--- src/common/nvck_params.svh ---
// constants for the memory checksum and diagnostic status block
`ifndef NVCK_PARAMS_SVH
`define NVCK_PARAMS_SVH
`define NVCK_CLK_PERIOD_NS 25
`define NVCK_CMD_ENTRY_NS 20000000
`define NVCK_PUMP_SETTLE_NS 1000000
`define NVCK_CRC_INIT 8'hFF
`define NVCK_CRC_POLY 9'h107
`define NVCK_CRC_FIRST_ADDR 4'h8
`define NVCK_CRC_LAST_ADDR 4'hF
`define NVCK_REGION_NVM 3'h0
`define NVCK_CMD_CTRL_WR 8'h82
`define NVCK_CMD_CTRL_RD 8'h83
`define NVCK_CMD_SIG_WR 8'h94
`define NVCK_CMD_TEST_WR 8'h96
`define NVCK_CMD_TEST_RD 8'h97
`define NVCK_SIGNATURE 16'h16F4
`define NVCK_BIT_DIAG_PRESENT 15
`define NVCK_BIT_DIAG_OFF 14
`define NVCK_BIT_UNDERVOLT 12
`define NVCK_BIT_PUMP_CLK 11
`define NVCK_BIT_CORR 8
`define NVCK_BIT_DOUBLE 7
`define NVCK_BIT_FIELD_LOSS 6
`define NVCK_BIT_BOND 5
`define NVCK_BIT_CRC_BAD 4
`define NVCK_BIT_WRITE_EN 11
`endif

--- src/common/nvck_pkg.sv ---
// types and checksum step shared by both ends
`default_nettype none
`include "nvck_params.svh"
package nvck_pkg;
  typedef logic [15:0] nvck_word_t;
  typedef enum logic [1:0] {CK_FETCH = 2'b00, CK_SHIFT = 2'b01, CK_DONE = 2'b11} nvck_ck_state_t;
  typedef enum logic [1:0] {M_IDLE = 2'b00, M_XFER = 2'b01, M_SHIFT = 2'b11, M_WAIT = 2'b10}
    nvck_m_state_t;
  typedef enum logic [1:0] {OP_RAW = 2'h0, OP_ENTER = 2'h1, OP_ARM = 2'h2, OP_CRC = 2'h3}
    nvck_op_t;

  // one data bit into the checksum: shift in at the bottom, reduce when bit 8 rises
  function automatic logic [7:0] nvck_crc_bit(input logic [7:0] crc, input logic din);
    logic [8:0] t;
    t = {crc, din};
    if (t[8]) begin
      t = t ^ `NVCK_CRC_POLY;
    end
    return t[7:0];
  endfunction : nvck_crc_bit
endpackage : nvck_pkg
`default_nettype wire

--- src/common/nvck_link_if.sv ---
// word-level programming link between master and device
`timescale 1ns/1ps
`default_nettype none
interface nvck_link_if;
  logic req;
  logic [7:0] cmd;
  logic [15:0] wdata;
  logic ack;
  logic [15:0] rdata;
  modport dev (input req, input cmd, input wdata, output ack, output rdata);
  modport mst (output req, output cmd, output wdata, input ack, input rdata);
endinterface : nvck_link_if
`default_nettype wire

--- src/design/nvck_device.sv ---
// device end: start-up memory checksum, control and diagnostic status register
`timescale 1ns/1ps
`default_nettype none
`include "nvck_params.svh"
module nvck_device #(
  parameter int unsigned CMD_ENTRY_CYC =
    (`NVCK_CMD_ENTRY_NS + `NVCK_CLK_PERIOD_NS - 1) / `NVCK_CLK_PERIOD_NS
) (
  input wire logic sys_clk,
  input wire logic rst,
  nvck_link_if.dev link,
  output logic [3:0] nvm_addr,
  input wire nvck_pkg::nvck_word_t nvm_rdata,
  input wire logic nvm_corr_err,
  input wire logic nvm_dbl_err,
  output logic nvm_wr,
  output nvck_pkg::nvck_word_t nvm_wdata,
  input wire logic undervoltage_pin,
  input wire logic field_loss_pin,
  input wire logic bond_fault_pin,
  input wire logic field_loss_detect_en,
  output logic cmd_mode,
  output logic diag_mode,
  output logic pump_on,
  output logic check_done
);
  import nvck_pkg::*;

  nvck_ck_state_t ck_state_r;
  logic [3:0] ck_addr_r;
  nvck_word_t ck_word_r;
  logic [3:0] ck_bit_r;
  logic [7:0] crc_r;
  logic [7:0] stored_r;
  logic crc_bad_r;
  logic [31:0] entry_cnt_r;
  logic cmd_mode_r;
  logic diag_override_off_r;
  logic pump_clock_enable_r;
  logic write_enable_r;
  logic undervoltage_flag_r;
  logic corr_flag_r;
  logic double_bit_fault_flag_r;
  logic field_loss_flag_r;
  logic bond_fault_flag_r;
  logic ack_r;
  nvck_word_t rdata_r;
  logic nvm_wr_r;
  nvck_word_t nvm_wdata_r;
  logic [2:0] pin_sync1_r;
  logic [2:0] pin_sync2_r;

  // raw pins are asynchronous to sys_clk; two stages before any use
  wire [2:0] pins_raw = {undervoltage_pin, field_loss_pin, bond_fault_pin};
  genvar gi;
  generate
    for (gi = 0; gi < 3; gi++) begin : g_sync
      always_ff @(posedge sys_clk or posedge rst) begin
        if (rst) begin
          pin_sync1_r[gi] <= 1'b0;
          pin_sync2_r[gi] <= 1'b0;
        end else begin
          pin_sync1_r[gi] <= pins_raw[gi];
          pin_sync2_r[gi] <= pin_sync1_r[gi];
        end
      end
    end
  endgenerate
  wire uv_s = pin_sync2_r[2];
  wire loss_s = pin_sync2_r[1];
  wire bond_s = pin_sync2_r[0];

  // start-up checksum engine
  wire ck_done = (ck_state_r == CK_DONE);
  wire ck_is_last = (ck_addr_r == `NVCK_CRC_LAST_ADDR);
  wire [7:0] crc_nxt = nvck_crc_bit(crc_r, ck_word_r[ck_bit_r]);
  wire ck_fetch = (ck_state_r == CK_FETCH);

  always_ff @(posedge sys_clk or posedge rst) begin
    if (rst) begin
      ck_state_r <= CK_FETCH;
      ck_addr_r <= `NVCK_CRC_FIRST_ADDR;
      ck_word_r <= 16'h0000;
      ck_bit_r <= 4'hF;
      crc_r <= `NVCK_CRC_INIT;
      stored_r <= 8'h00;
      crc_bad_r <= 1'b0;
    end else begin
      unique case (ck_state_r)
        CK_FETCH: begin
          ck_word_r <= ck_is_last ? {nvm_rdata[15:8], 8'h00} : nvm_rdata;
          if (ck_is_last) begin
            stored_r <= nvm_rdata[7:0];
          end
          ck_bit_r <= 4'hF;
          ck_state_r <= CK_SHIFT;
        end
        CK_SHIFT: begin
          crc_r <= crc_nxt;
          ck_bit_r <= ck_bit_r - 4'h1;
          if (ck_bit_r == 4'h0) begin
            if (ck_is_last) begin
              crc_bad_r <= (crc_nxt != stored_r);
              ck_state_r <= CK_DONE;
            end else begin
              ck_addr_r <= ck_addr_r + 4'h1;
              ck_state_r <= CK_FETCH;
            end
          end
        end
        CK_DONE: begin
          ck_state_r <= CK_DONE;
        end
        default: begin
          ck_state_r <= CK_FETCH;
        end
      endcase
    end
  end

  // link decode; requests wait until the start-up check has finished
  wire take = link.req & ~ack_r & ck_done;
  wire is_nvm = (link.cmd[7:5] == `NVCK_REGION_NVM);
  wire is_read = link.cmd[0];
  wire [3:0] link_addr = link.cmd[4:1];
  wire diag_present = undervoltage_flag_r | corr_flag_r | double_bit_fault_flag_r
    | (field_loss_flag_r & field_loss_detect_en) | bond_fault_flag_r | crc_bad_r;
  wire window_open = (entry_cnt_r != 32'h0);
  // signature also accepted later while a diagnostic condition holds
  wire sig_hit = take & (link.cmd == `NVCK_CMD_SIG_WR) & (link.wdata == `NVCK_SIGNATURE)
    & (window_open | diag_present);
  wire acc = take & cmd_mode_r;
  wire ctrl_wr = acc & (link.cmd == `NVCK_CMD_CTRL_WR);
  wire test_wr = acc & (link.cmd == `NVCK_CMD_TEST_WR);
  wire nvm_rd = acc & is_nvm & is_read;
  // customer words only, and only with the pump armed
  wire nvm_wr_ok = acc & is_nvm & ~is_read & write_enable_r & pump_clock_enable_r
    & (link_addr >= `NVCK_CRC_FIRST_ADDR);
  wire readout = ck_fetch | nvm_rd;
  assign nvm_addr = ck_done ? link_addr : ck_addr_r;

  nvck_word_t ctrl_val;
  always_comb begin
    ctrl_val = 16'h0000;
    ctrl_val[`NVCK_BIT_DIAG_PRESENT] = diag_present;
    ctrl_val[`NVCK_BIT_UNDERVOLT] = undervoltage_flag_r;
    ctrl_val[`NVCK_BIT_PUMP_CLK] = pump_clock_enable_r;
    ctrl_val[`NVCK_BIT_CORR] = corr_flag_r;
    ctrl_val[`NVCK_BIT_DOUBLE] = double_bit_fault_flag_r;
    ctrl_val[`NVCK_BIT_FIELD_LOSS] = field_loss_flag_r;
    ctrl_val[`NVCK_BIT_BOND] = bond_fault_flag_r;
    ctrl_val[`NVCK_BIT_CRC_BAD] = crc_bad_r;
  end
  // bit 14 is write-only and reads back as zero
  wire [15:0] test_val = {4'h0, write_enable_r, 11'h000};
  wire [15:0] rd_val = ~cmd_mode_r ? 16'h0000
    : (link.cmd == `NVCK_CMD_CTRL_RD) ? ctrl_val
    : (link.cmd == `NVCK_CMD_TEST_RD) ? test_val
    : (is_nvm & is_read) ? nvm_rdata : 16'h0000;

  always_ff @(posedge sys_clk or posedge rst) begin
    if (rst) begin
      entry_cnt_r <= 32'(CMD_ENTRY_CYC);
      cmd_mode_r <= 1'b0;
    end else begin
      if (window_open) begin
        entry_cnt_r <= entry_cnt_r - 32'h1;
      end
      // only a power-on reset leaves command mode
      if (sig_hit) begin
        cmd_mode_r <= 1'b1;
      end
    end
  end

  always_ff @(posedge sys_clk or posedge rst) begin
    if (rst) begin
      diag_override_off_r <= 1'b0;
      pump_clock_enable_r <= 1'b0;
      write_enable_r <= 1'b0;
    end else begin
      if (ctrl_wr) begin
        diag_override_off_r <= link.wdata[`NVCK_BIT_DIAG_OFF];
        pump_clock_enable_r <= link.wdata[`NVCK_BIT_PUMP_CLK] & write_enable_r;
      end
      if (test_wr) begin
        write_enable_r <= link.wdata[`NVCK_BIT_WRITE_EN];
      end
    end
  end

  // flags hold until a power-on reset; a live condition sets them again
  always_ff @(posedge sys_clk or posedge rst) begin
    if (rst) begin
      undervoltage_flag_r <= 1'b0;
      corr_flag_r <= 1'b0;
      double_bit_fault_flag_r <= 1'b0;
      field_loss_flag_r <= 1'b0;
      bond_fault_flag_r <= 1'b0;
    end else begin
      undervoltage_flag_r <= undervoltage_flag_r | uv_s;
      corr_flag_r <= corr_flag_r | (readout & nvm_corr_err);
      double_bit_fault_flag_r <= double_bit_fault_flag_r | (readout & nvm_dbl_err);
      field_loss_flag_r <= field_loss_flag_r | loss_s;
      bond_fault_flag_r <= bond_fault_flag_r | bond_s;
    end
  end

  always_ff @(posedge sys_clk or posedge rst) begin
    if (rst) begin
      ack_r <= 1'b0;
      rdata_r <= 16'h0000;
      nvm_wr_r <= 1'b0;
      nvm_wdata_r <= 16'h0000;
    end else begin
      ack_r <= take;
      if (take) begin
        rdata_r <= rd_val;
      end
      nvm_wr_r <= nvm_wr_ok;
      if (nvm_wr_ok) begin
        nvm_wdata_r <= link.wdata;
      end
    end
  end

  assign link.ack = ack_r;
  assign link.rdata = rdata_r;
  assign nvm_wr = nvm_wr_r;
  assign nvm_wdata = nvm_wdata_r;
  assign cmd_mode = cmd_mode_r;
  assign diag_mode = diag_present & ~diag_override_off_r;
  assign pump_on = pump_clock_enable_r & write_enable_r;
  assign check_done = ck_done;
endmodule : nvck_device
`default_nettype wire

--- src/flat_wrapper.sv ---
// flat-port wrapper written by rule: the top's interface ports become plain ports
module nvck_device_flat import nvck_pkg::*;
#(
  parameter int unsigned CMD_ENTRY_CYC =
    (`NVCK_CMD_ENTRY_NS + `NVCK_CLK_PERIOD_NS - 1) / `NVCK_CLK_PERIOD_NS
)
  (sys_clk, rst, nvm_addr, nvm_rdata, nvm_corr_err, nvm_dbl_err, nvm_wr, nvm_wdata, undervoltage_pin, field_loss_pin, bond_fault_pin, field_loss_detect_en, cmd_mode, diag_mode, pump_on, check_done, link_req, link_cmd, link_wdata, link_ack, link_rdata);
  nvck_link_if link_i ();
  input wire logic sys_clk;
  input wire logic rst;
  output logic [3:0] nvm_addr;
  input wire nvck_pkg::nvck_word_t nvm_rdata;
  input wire logic nvm_corr_err;
  input wire logic nvm_dbl_err;
  output logic nvm_wr;
  output nvck_pkg::nvck_word_t nvm_wdata;
  input wire logic undervoltage_pin;
  input wire logic field_loss_pin;
  input wire logic bond_fault_pin;
  input wire logic field_loss_detect_en;
  output logic cmd_mode;
  output logic diag_mode;
  output logic pump_on;
  output logic check_done;
  input wire logic [$bits(link_i.req)-1:0] link_req;
  input wire logic [$bits(link_i.cmd)-1:0] link_cmd;
  input wire logic [$bits(link_i.wdata)-1:0] link_wdata;
  output wire logic [$bits(link_i.ack)-1:0] link_ack;
  output wire logic [$bits(link_i.rdata)-1:0] link_rdata;
  assign link_i.req = link_req;
  assign link_i.cmd = link_cmd;
  assign link_i.wdata = link_wdata;
  assign link_ack = link_i.ack;
  assign link_rdata = link_i.rdata;
  nvck_device #(.CMD_ENTRY_CYC(CMD_ENTRY_CYC)) u_core (.sys_clk(sys_clk), .rst(rst), .link(link_i), .nvm_addr(nvm_addr), .nvm_rdata(nvm_rdata), .nvm_corr_err(nvm_corr_err), .nvm_dbl_err(nvm_dbl_err), .nvm_wr(nvm_wr), .nvm_wdata(nvm_wdata), .undervoltage_pin(undervoltage_pin), .field_loss_pin(field_loss_pin), .bond_fault_pin(bond_fault_pin), .field_loss_detect_en(field_loss_detect_en), .cmd_mode(cmd_mode), .diag_mode(diag_mode), .pump_on(pump_on), .check_done(check_done));
endmodule
--- config.mk ---
export PLATFORM = sky130hd
export DESIGN_NAME = nvck_device_flat
export DESIGN_NICKNAME = d
export VERILOG_FILES = /design/src/common/nvck_pkg.sv /design/src/common/nvck_link_if.sv /design/src/design/nvck_device.sv /design/src/flat_wrapper.sv
export VERILOG_INCLUDE_DIRS = /design/src /design/src/common
export SDC_FILE = /design/constraint.sdc
export NUM_CORES = 1
export LEC_CHECK = 0
export BUFFER_PORTS_ARGS = -buffer_cell sky130_fd_sc_hd__buf_2
export CORE_ASPECT_RATIO = 1.1
export CORE_UTILIZATION = 52
export CTS_CLUSTER_DIAMETER = 120
export DETAILED_ROUTE_END_ITERATION = 7
export PLACE_DENSITY = 0.73
export SLEW_MARGIN = 0
export SYNTH_ARGS = -nofsm -noshare
export SYNTH_HDL_FRONTEND = slang
export SYNTH_SLANG_ARGS = --single-unit
--- constraint.sdc ---
create_clock -name sys_clk -period 3.9 [get_ports sys_clk]
set_input_delay 0.195 -clock sys_clk [delete_from_list [all_inputs] [get_ports sys_clk]]
set_output_delay 0.195 -clock sys_clk [all_outputs]
set_load 0.02 [all_outputs]
After elaboration in Yosys (flattened, before gate mapping)
Cells that the tools add are included.
- flip-flop bits (word level): 124
- bits of input ports: 49
- add/sub/neg operators: 3
- order comparisons: 2
- equality and inequality tests: 11
- muxes and demuxes: 13
- bitwise operators: 38
- reduce and logical (&&, ||, !) cells: 8
- operators by type and width (kind ; count):
    16-bit 2-to-1 mux ; 4
    8-bit equality test, second input constant ; 5
    32-bit nonzero test ; 1
    32-bit by 1-bit subtractor with 32-bit output, second input constant ; 1
    1-bit bitwise AND ; 21
    16-bit by 13-bit equality test with 1-bit output, second input constant ; 1
    1-bit OR ; 12
    8-bit 2-to-1 mux ; 1
    8-bit != test ; 1
    4-bit case mux with 2 select lines ; 1
    2-bit case mux with 3 select lines ; 1
    3-bit AND reduction ; 2
    4-bit by 5-bit less-than comparator with 1-bit output, second input constant ; 1
    4-bit by 1-bit adder with 4-bit output, second input constant ; 1
    1-bit binary-select mux with 4-bit select ; 1
    4-bit equality test, second input constant ; 1
    4-bit >= comparator, second input constant ; 1
    4-bit zero test ; 1
    2-bit 2-to-1 mux ; 2
    4-bit 2-to-1 mux ; 1
    1-bit inverter ; 4
    4-bit by 1-bit subtractor with 4-bit output, second input constant ; 1
    3-bit zero test ; 1
    3-bit 2-to-1 mux ; 1
    other kinds (8) ; 8

Depth between registers and ports, before layout
Gate-level depths: netlist of the first run.
- word-level depth: 9
- mapped depth: 8
- depth with buffers taken out: 7

Worst setup path after synthesis of the first run
OpenSTA, ideal clock, no wires.
- kind: register to register
- from: register u_core.entry_cnt_r[9]
- to: register u_core.entry_cnt_r[23]
- library setup time: 0.119 ns
- arrival time: 2.057 ns
- required time: 3.781 ns
- slack: 1.724 ns
- stages on the path, launching flop included: 8
- clock period less this slack: 2.176 ns
- cell sequence: dfrtp_1 -> or3_4 -> or4_1 -> buf_6 -> nor2_4 -> nand2_1 -> or4_1 -> a21bo_1
- longest elaborated chain between the ends: 1
- elaborated cells on any way between the ends: 2
- RTL lines (what ; line ; RTL):
    start, declared ; nvck_device.sv:36 ; logic [31:0] entry_cnt_r;
    start signal, assigned ; nvck_device.sv:163 ; entry_cnt_r <= 32'(CMD_ENTRY_CYC);
    start signal, assigned ; nvck_device.sv:167 ; entry_cnt_r <= entry_cnt_r - 32'h1;
    32-bit by 1-bit subtractor with 32-bit output / 32-bit nonzero test (equally long branches) ; nvck_device.sv:167, nvck_device.sv:128 ;
Parallel ways exist; a longest one is shown, timed or not.
A chain may end at the register's enable or synchronous reset.

Final worst setup path of the first run
- from: register u_core.ck_state_r[1]
- to: register u_core.nvm_wdata_r[12] (netlist: u_core.nvm_wdata[12])
- longest elaborated chain between the ends: 8
- RTL lines (what ; line ; RTL):
    start, declared ; nvck_device.sv:29 ; nvck_ck_state_t ck_state_r;
    start signal, assigned ; nvck_device.sv:81 ; ck_state_r <= CK_FETCH;
    start signal, assigned ; nvck_device.sv:96 ; ck_state_r <= CK_SHIFT;
    start signal, assigned ; nvck_device.sv:104 ; ck_state_r <= CK_DONE;
    2-bit equality test ; nvck_device.sv:74 ; wire ck_done = (ck_state_r == CK_DONE);
    1-bit bitwise AND ; nvck_device.sv:122 ; wire take = link.req & ~ack_r & ck_done;
    1-bit bitwise AND ; nvck_device.sv:132 ; wire acc = take & cmd_mode_r;
    1-bit bitwise AND (5 in series) ; nvck_device.sv:137 ; wire nvm_wr_ok = acc & is_nvm & ~is_read & write_enable_r & pump_clock_enable_r
    end signal, assigned ; nvck_device.sv:222 ; nvm_wdata_r <= link.wdata;
    end, declared ; nvck_device.sv:49 ; nvck_word_t nvm_wdata_r;
Every way passes these cells.

==> summary.md, run 1 <==
| Metric | Value |
|---|---|
| Final HPWL DP | `8.510 mm` |
| Largest cells by area after synthesis | `dfrtp_1 48%, dfstp_2 9.1%, nand2_1 9.0%` |
| Worst path cell trace | `nand4b_1 -> nor2_1 -> nand4_1 -> clkinv_1 -> nand2_1 -> nand2_1` |
| Diodes inserted | `0` |
| Crit Path Category | `reg -> reg` |
| Clk slew on worst S/H paths | `60 ps` |
| Clk root buf | `clkbuf_8` |
| GRT overflow | `0` |
| Achievable Freq | `407.3 MHz` |
| Tcrit/Tclk final | `0.6295` |
| Ys Warns | `0` |
| I/O Pins | `91` |
| Run status | `completed` |
| Layout cells sized above 1 | `0.2570` |
| Via count | `4373` |
| DR pass1 iterations | `4` |
| Final min period | `2455 ps` |
| Post-synthesis cell count | `527` |
| Nature of the critical path startpoint | `flip-flop` |
| RD Place Congestion | `0.7967` |
| Post-synth EDFFs | `0` |
| CTS max path bufs | `2` |
| H-Tree Depth | `4` |
| CTS buffer count | `17` |
| Avg Vias per Cell | `5.353` |
| Vias in the first global route | `4513` |
| Internal | `2.428 mW` |
| Post-route ant nets | `0` |
| Most common cell after layout, fill and taps aside | `nand2_1` |
| Worst Skew | `6.287 ps` |
| Gate power share | `0.077` |
| Setup TNS | `0 ps` |
| Finished Core Util | `0.7005` |
| Synth unique cells | `51` |
| Min-delay worst type | `in -> reg` |
| Final Hold Fails | `0` |
| Area of the multi-input gates | `2238 um2` |
| Mapped Nets | `580` |
| CTS tree | `built` |
| Static Leakage | `3.598 nW` |
| Ys async rst share | `1.000` |
| Worst-path maximum fanout | `17` |
| DRC viols | `0` |
| Post-CTS Repair Setup Buffers | `0` |
| Final slew viol count | `0` |
| Antenna violations before repair | `0` |
| Core footprint | `10030 um2` |
| Area Growth Syn to Fin | `28.36%` |
| Worst VDD drop | `0.0002825 V` |
| Final nets | `717` |
| Vert. Die Dim | `109.6 um` |
| Crit-path most repeated cell | `nand2_1` |
| Syn Area/Cell | `10.39 um2` |
| GR Util All Layers | `0.2583` |
| Net Sw Frac | `0.2377` |
| Area leader, netlist | `dfrtp_1` |
| Sinks on Clock Net | `124` |
| Slowest-stage cell, CP | `nand4_1` |
| Most frequent cells in the layout | `131 x nand2_1, 105 x dfrtp_1, 90 x buf_2` |
| Starting Density | `0.5458` |
| Worst Setup End Kind | `flip-flop` |
| Max-slew headroom | `0.3515` |
| Max cap viols | `0` |
| Worst skew pair latency | `530 ps` |
| Req. time, crit path | `4370 ps` |
| DRT iter0 DRCs | `182` |
| PortBufs | `90` |
| Register area share after synthesis | `0.5711` |
| Main synth FF type | `dfrtp_1` |
| WP data arrival | `2920 ps` |
| Post-Syn Area | `5475 um2` |
| Clock power frac | `0.471` |
| Total Wirelength | `12.99 mm` |
| RSZ-0062 raised after global routing | `false` |
| Critical path's largest stage delay | `640 ps` |
| P per Cell Area | `453.2 nW/um2` |
| Die area | `10940 um2` |
| First-pass GRT wire length | `21.42 mm` |
| Site Rows | `38` |
| Largest net degree at the start of global routing | `83` |
| Sequential cell area | `3127 um2` |
| Switching power | `0.7571 mW` |
| Final setup viols | `0` |
| Routed WL per cell | `15.89 um` |
| Yosys reg bits | `124` |
| Slew @ Worst Pin | `972.8 ps` |
| Die W | `99.84 um` |
| Fill count | `726` |
| Share of power burned in registers | `0.452` |
| Top cell type's share of synthesized area | `0.4799` |
[power groups by stage]
stage	Combinational, mW	Clock, mW	Sequential [mW]
4_1_cts	0.248	1.52	1.44
3_3_place_gp	0.206	0	1.45
3_5_place_dp	0.214	0	1.46
6_report	0.246	1.50	1.44
2_1_floorplan	0.148	0	1.44
5_1_grt	0.275	1.58	1.44
[layout make-up]
| cell class | instances | area share |
|---|---|---|
| tap | 140 | 0.02492 |
| inverter | 13 | 0.007299 |
| clock inverter | 14 | 0.02101 |
| timing repair buffer | 132 | 0.1225 |
| clock buffer | 18 | 0.06089 |
| sequential | 124 | 0.4449 |
| multi-input combinational | 376 | 0.3185 |
[cell usage after synthesis (3+ instances only)]
cell type and count:
nand2_1 131, nor3_1 18, a22o_1 8, and3_1 4
dfstp_2 19, clkbuf_1 12, nand2b_1 3, nor2_1 31
or4_1 4, a21oi_1 8, nor4_1 7, and2_1 4
o21ai_0 17, inv_1 12, or3_1 5, a22oi_1 7
ha_1 4, xnor2_1 19, or2_2 5, nand4b_1 3
nand3_1 21, nand4_1 4, mux2i_1 6, dfrtp_1 105
mux2_2 16, xor2_1 21
[sequential cells by signal, indices dropped and copies added (netlist names), 2 cells and up]
register,count
u_core.ck_addr_r,4
u_core.ck_bit_r,4
u_core.ck_state_r,2
u_core.ck_word_r,16
u_core.crc_r,8
u_core.entry_cnt_r,32
u_core.link.rdata,16
u_core.nvm_wdata,16
u_core.pin_sync1_r,3
u_core.stored_r,8
[timing repair]
action,in CTS,in global routing
hold buffers,38,0
resized for setup,0,0
hold endpoints to repair,119,0
[stage by stage]
stage,hold WS [ps],setup WS (ps),area [um2],cells,total power [mW]
floorplan,226.4,437.2,5475,527,1.592
global placement,302.6,1580,6072,747,1.660
detailed placement,304.7,1526,6072,747,1.672
CTS,42.76,1504,7028,817,3.202
global route,84.15,1165,7028,817,3.302
finish,49.97,1445,7028,817,3.185
[layer usage]
layer	vias to the layer above	global-route usage	wire length [um]
met5	-	0	0
met4	0	0.1229	372
met3	30	0.06294	667
met2	125	0.4365	6517
met1	2137	0.3126	5428
li1	2081	-	-
[logic make-up after synthesis]
group / after synthesis / share of synthesized area
buffers and inverters: 27 / 0.02011
AO/OA/AOI/OAI: 57 / 0.07039
AND/OR/NAND/NOR: 252 / 0.2173
multiplexers: 23 / 0.04799
adder cells (fa/ha/maj): 4 / 0.009141
XOR/XNOR: 40 / 0.06399
flip-flops: 124 / 0.5711
[worst paths after layout]
check | startpoint | endpoint | slack (ps) | cells after the start
worst max register to register | u_core.ck_state_r[1] | u_core.nvm_wdata[12] | 1440 | 6
max in group asynchronous | rst | u_core.link.rdata[11] | 2580 | 4
worst max-delay path | u_core.ck_state_r[1] | u_core.nvm_wdata[12] | 1440 | 6
worst min register to register | u_core.pin_sync1_r[2] | u_core.uv_s | 350 | 0
worst min-delay path | link_cmd[0] | u_core.link.rdata[11] | 50 | 3
min in group asynchronous | rst | u_core.entry_cnt_r[17] | 440 | 3
[critical path: cells and delay by family (launching register included)]
family,cells,cell delay (ps)
flip-flops,1,530
buffers and inverters,1,580
AND/OR/NAND/NOR,5,1290
(Power assumes the default switching activity.)
==> inputs of run 2 (changes only) <==
--- a/config.mk
+++ b/config.mk
@@ -6,12 +6,13 @@
 export SDC_FILE = /design/constraint.sdc
 export NUM_CORES = 1
 export LEC_CHECK = 0
+export ABC_AREA = 1
 export BUFFER_PORTS_ARGS = -buffer_cell sky130_fd_sc_hd__buf_2
 export CORE_ASPECT_RATIO = 1.1
 export CORE_UTILIZATION = 52
 export CTS_CLUSTER_DIAMETER = 120
 export DETAILED_ROUTE_END_ITERATION = 7
-export PLACE_DENSITY = 0.73
+export PLACE_DENSITY = 0.75
 export SLEW_MARGIN = 0
 export SYNTH_ARGS = -nofsm -noshare
 export SYNTH_HDL_FRONTEND = slang
==> constraint.sdc (replaced) <==
create_clock -name sys_clk -period 2.05 [get_ports sys_clk]
set_input_delay 0.1025 -clock sys_clk [delete_from_list [all_inputs] [get_ports sys_clk]]
set_output_delay 0.1025 -clock sys_clk [all_outputs]
set_load 0.02 [all_outputs]
==> run 2 against run 1 <==
Non-clock buffer count unchanged. Combinational power increased by 87%. Highest routed layer unchanged. Wire length increased by 12%. Worst hold slack got worse by 33 ps. Core utilization decreased by 2.8 points. Clock-buffer cell count increased by 8.
==> summary.md, run 2 <==
| Metric | Value |
|---|---|
| Yosys reg bits | `124` |
| WP data arrival | `2170 ps` |
| Top cell type's share of synthesized area | `0.4330` |
| Mapped Nets | `772` |
| Layout cells sized above 1 | `0.2234` |
| Finished Core Util | `0.6721` |
| Nature of the critical path startpoint | `flip-flop` |
| Worst Min Path Start | `link_wdata[11]` |
| Starting Density | `0.5305` |
| Max cap viols | `0` |
| Worst Skew | `8.369 ps` |
| GRT overflow | `0` |
| Crit path buffers/inverters | `3` |
| DRC viols | `0` |
| RD Place Congestion | `0.9058` |
| Hold depth | `3` |
| Clock power frac | `0.495` |
| Fin Hold WS | `17.15 ps` |
| Share of power burned in registers | `0.431` |
| Largest net degree at the start of global routing | `125` |
| Area Growth Syn to Fin | `26.70%` |
| Max reg flops | `32` |
| Clk root buf | `clkbuf_16` |
| P per Cell Area | `815.6 nW/um2` |
| Syn Area/Cell | `8.440 um2` |
| Vias in the first global route | `5425` |
| Antenna violations before repair | `0` |
| Main synth FF type | `dfrtp_1` |
| Site Rows | `41` |
| Final setup viols | `0` |
| Reg2reg start | `u_core.ck_bit_r[0]` |
| Most frequent cells in the layout | `169 x nand2_1, 105 x dfrtp_1, 99 x inv_1` |
| GR Util All Layers | `0.2634` |
| Post-route ant nets | `0` |
| Max-slew headroom | `0.5684` |
| Diodes inserted | `0` |
| Cells on worst reg2reg path | `9` |
| Internal | `4.890 mW` |
| Setup crit start | `u_core.ck_bit_r[0]` |
| Total Wirelength | `14.59 mm` |
| DR pass1 iterations | `5` |
| Post-CTS Repair Setup Buffers | `0` |
| Area leader, netlist | `dfrtp_1` |
| Worst path cell trace | `inv_4 -> ha_1 -> inv_1 -> nor2_1 -> nand2_1 -> inv_1 -> nand2_1 -> nor2_1 -> mux2_2` |
| Vert. Die Dim | `115.3 um` |
| Sinks on Clock Net | `124` |
| Tcrit/Tclk final | `0.9163` |
| Final nets | `913` |
| Req. time, crit path | `2340 ps` |
| Register area share after synthesis | `0.5153` |
| CTS max path bufs | `2` |
| Setup TNS | `0 ps` |
| Worst Setup End Kind | `flip-flop` |
| Ys Warns | `0` |
| Final critical-path setup slack | `171.6 ps` |
| Critical path depth in cells | `9` |
| Post-synthesis cell count | `719` |
| I/O Pins | `91` |
| Most frequent cells after synthesis | `169 x nand2_1, 105 x dfrtp_1, 100 x inv_1` |
| CTS buffer count | `17` |
| Via count | `5291` |
| Routed WL per cell | `14.26 um` |
| Post-synth EDFFs | `0` |
| Post-Syn Area | `6068 um2` |
| Worst VDD drop | `0.0004553 V` |
| Net Sw Frac | `0.2202` |
| Largest cells by area after synthesis | `dfrtp_1 43%, nand2_1 10%, dfstp_2 8.2%` |
| Die area | `12110 um2` |
| Gate power share | `0.073` |
| Slew @ Worst Pin | `647.5 ps` |
| Worst skew pair latency | `410 ps` |
| Final min period | `1878 ps` |
| Ys async rst share | `1.000` |
| Count leader, synth | `nand2_1` |
| Crit path max-delay family | `simple AND/OR/NAND/NOR gates` |
| Static Leakage | `4.187 nW` |
| Crit Path Category | `reg -> reg` |
| DRT iter0 DRCs | `264` |
| Run status | `completed` |
| Clk slew on worst S/H paths | `60 ps` |
| Avg Vias per Cell | `5.172` |
| Fill count | `921` |
| Most common cell after layout, fill and taps aside | `nand2_1` |
| Final HPWL DP | `10.38 mm` |
| Worst-path maximum fanout | `10` |
| Final Hold Fails | `0` |
| Critical path's largest stage delay | `420 ps` |
| Total power | `6.271 mW` |
| Switching power | `1.381 mW` |
| Core footprint | `11440 um2` |
| Final slew viol count | `0` |
| PortBufs | `90` |
| Achievable Freq | `532.4 MHz` |
| Die W | `105 um` |
| CTS tree | `built` |
| Min-delay worst type | `in -> reg` |
| Largest register by flop count | `u_core.entry_cnt_r` |
| Synth unique cells | `40` |
| First-pass GRT wire length | `25.03 mm` |
| Pre-CTS WS | `165.0 ps` |
| Slowest-stage cell, CP | `dfstp_2` |
| H-Tree Depth | `4` |
| RSZ-0062 raised after global routing | `false` |
==> run 2: final timing paths <==
check	to	slack [ps]
hold / removal	u_core.nvm_wdata[11]	20
hold reg to reg	u_core.uv_s	340
min in group asynchronous	u_core.field_loss_flag_r	420
setup reg to reg	u_core.ck_addr_r[1]	170
setup / recovery	u_core.ck_addr_r[1]	170
max in group asynchronous	u_core.pin_sync1_r[0]	1130
==> run 2: tightest hold or removal path, delay by kind of cell <==
kind | cells | cell delay (ps)
compound gates | 1 | 140
buf+inv | 2 | 150
==> run 2: routing by layer <==
metal | part of all wire | vias to the layer above | global-route usage
met1 | 0.43 | 2505 | 0.3218
met2 | 0.50 | 175 | 0.4521
met5 | 0 | - | 0
li1 | - | 2565 | -
met4 | 0.030 | 0 | 0.1239
met3 | 0.044 | 46 | 0.05385
==> run 2: through the flow <==
step | cell area, um2 | instances
final | 7689 | 1023
after global routing | 7689 | 1023
after CTS | 7686 | 1023
after detailed placement | 6698 | 954
after global placement | 6698 | 954
after floorplan | 6072 | 719
==> run 2: layout make-up <==
class / instances / area, um2 / area share
inverter: 110 / 420.4 / 0.05468
clock buffer: 26 / 509.2 / 0.06623
tap: 150 / 187.7 / 0.02441
clock inverter: 6 / 108.9 / 0.01416
timing repair buffer: 132 / 870.8 / 0.1133
sequential: 124 / 3127 / 0.4067
multi-input combinational: 475 / 2465 / 0.3206
==> run 2: cell families after synthesis <==
family | count (synthesis) | share of synthesized area
muxes | 1 | 0.001856
adders and majority gates | 4 | 0.008248
DFF | 124 | 0.5153
AOI/OAI and AO/OA | 89 | 0.08413
buffers and inverters | 120 | 0.07856
xor gates and xnor gates | 27 | 0.03897
and+or+nand+nor | 354 | 0.2730
==> run 2: repair_timing <==
action                     CTS  global route
setup endpoints to repair    0             2
hold endpoints to repair   158             0
hold buffers                37             0
resized for setup            0             1
==> run 2: power by group through the flow <==
stage / Combinational [mW] / Clock [mW] / Sequential [mW]
after floorplan: 0.265 / 0 / 2.72
after global placement: 0.379 / 0 / 2.74
after detailed placement: 0.399 / 0 / 2.74
after CTS: 0.458 / 3.16 / 2.70
after global routing: 0.522 / 3.26 / 2.72
final: 0.460 / 3.11 / 2.70
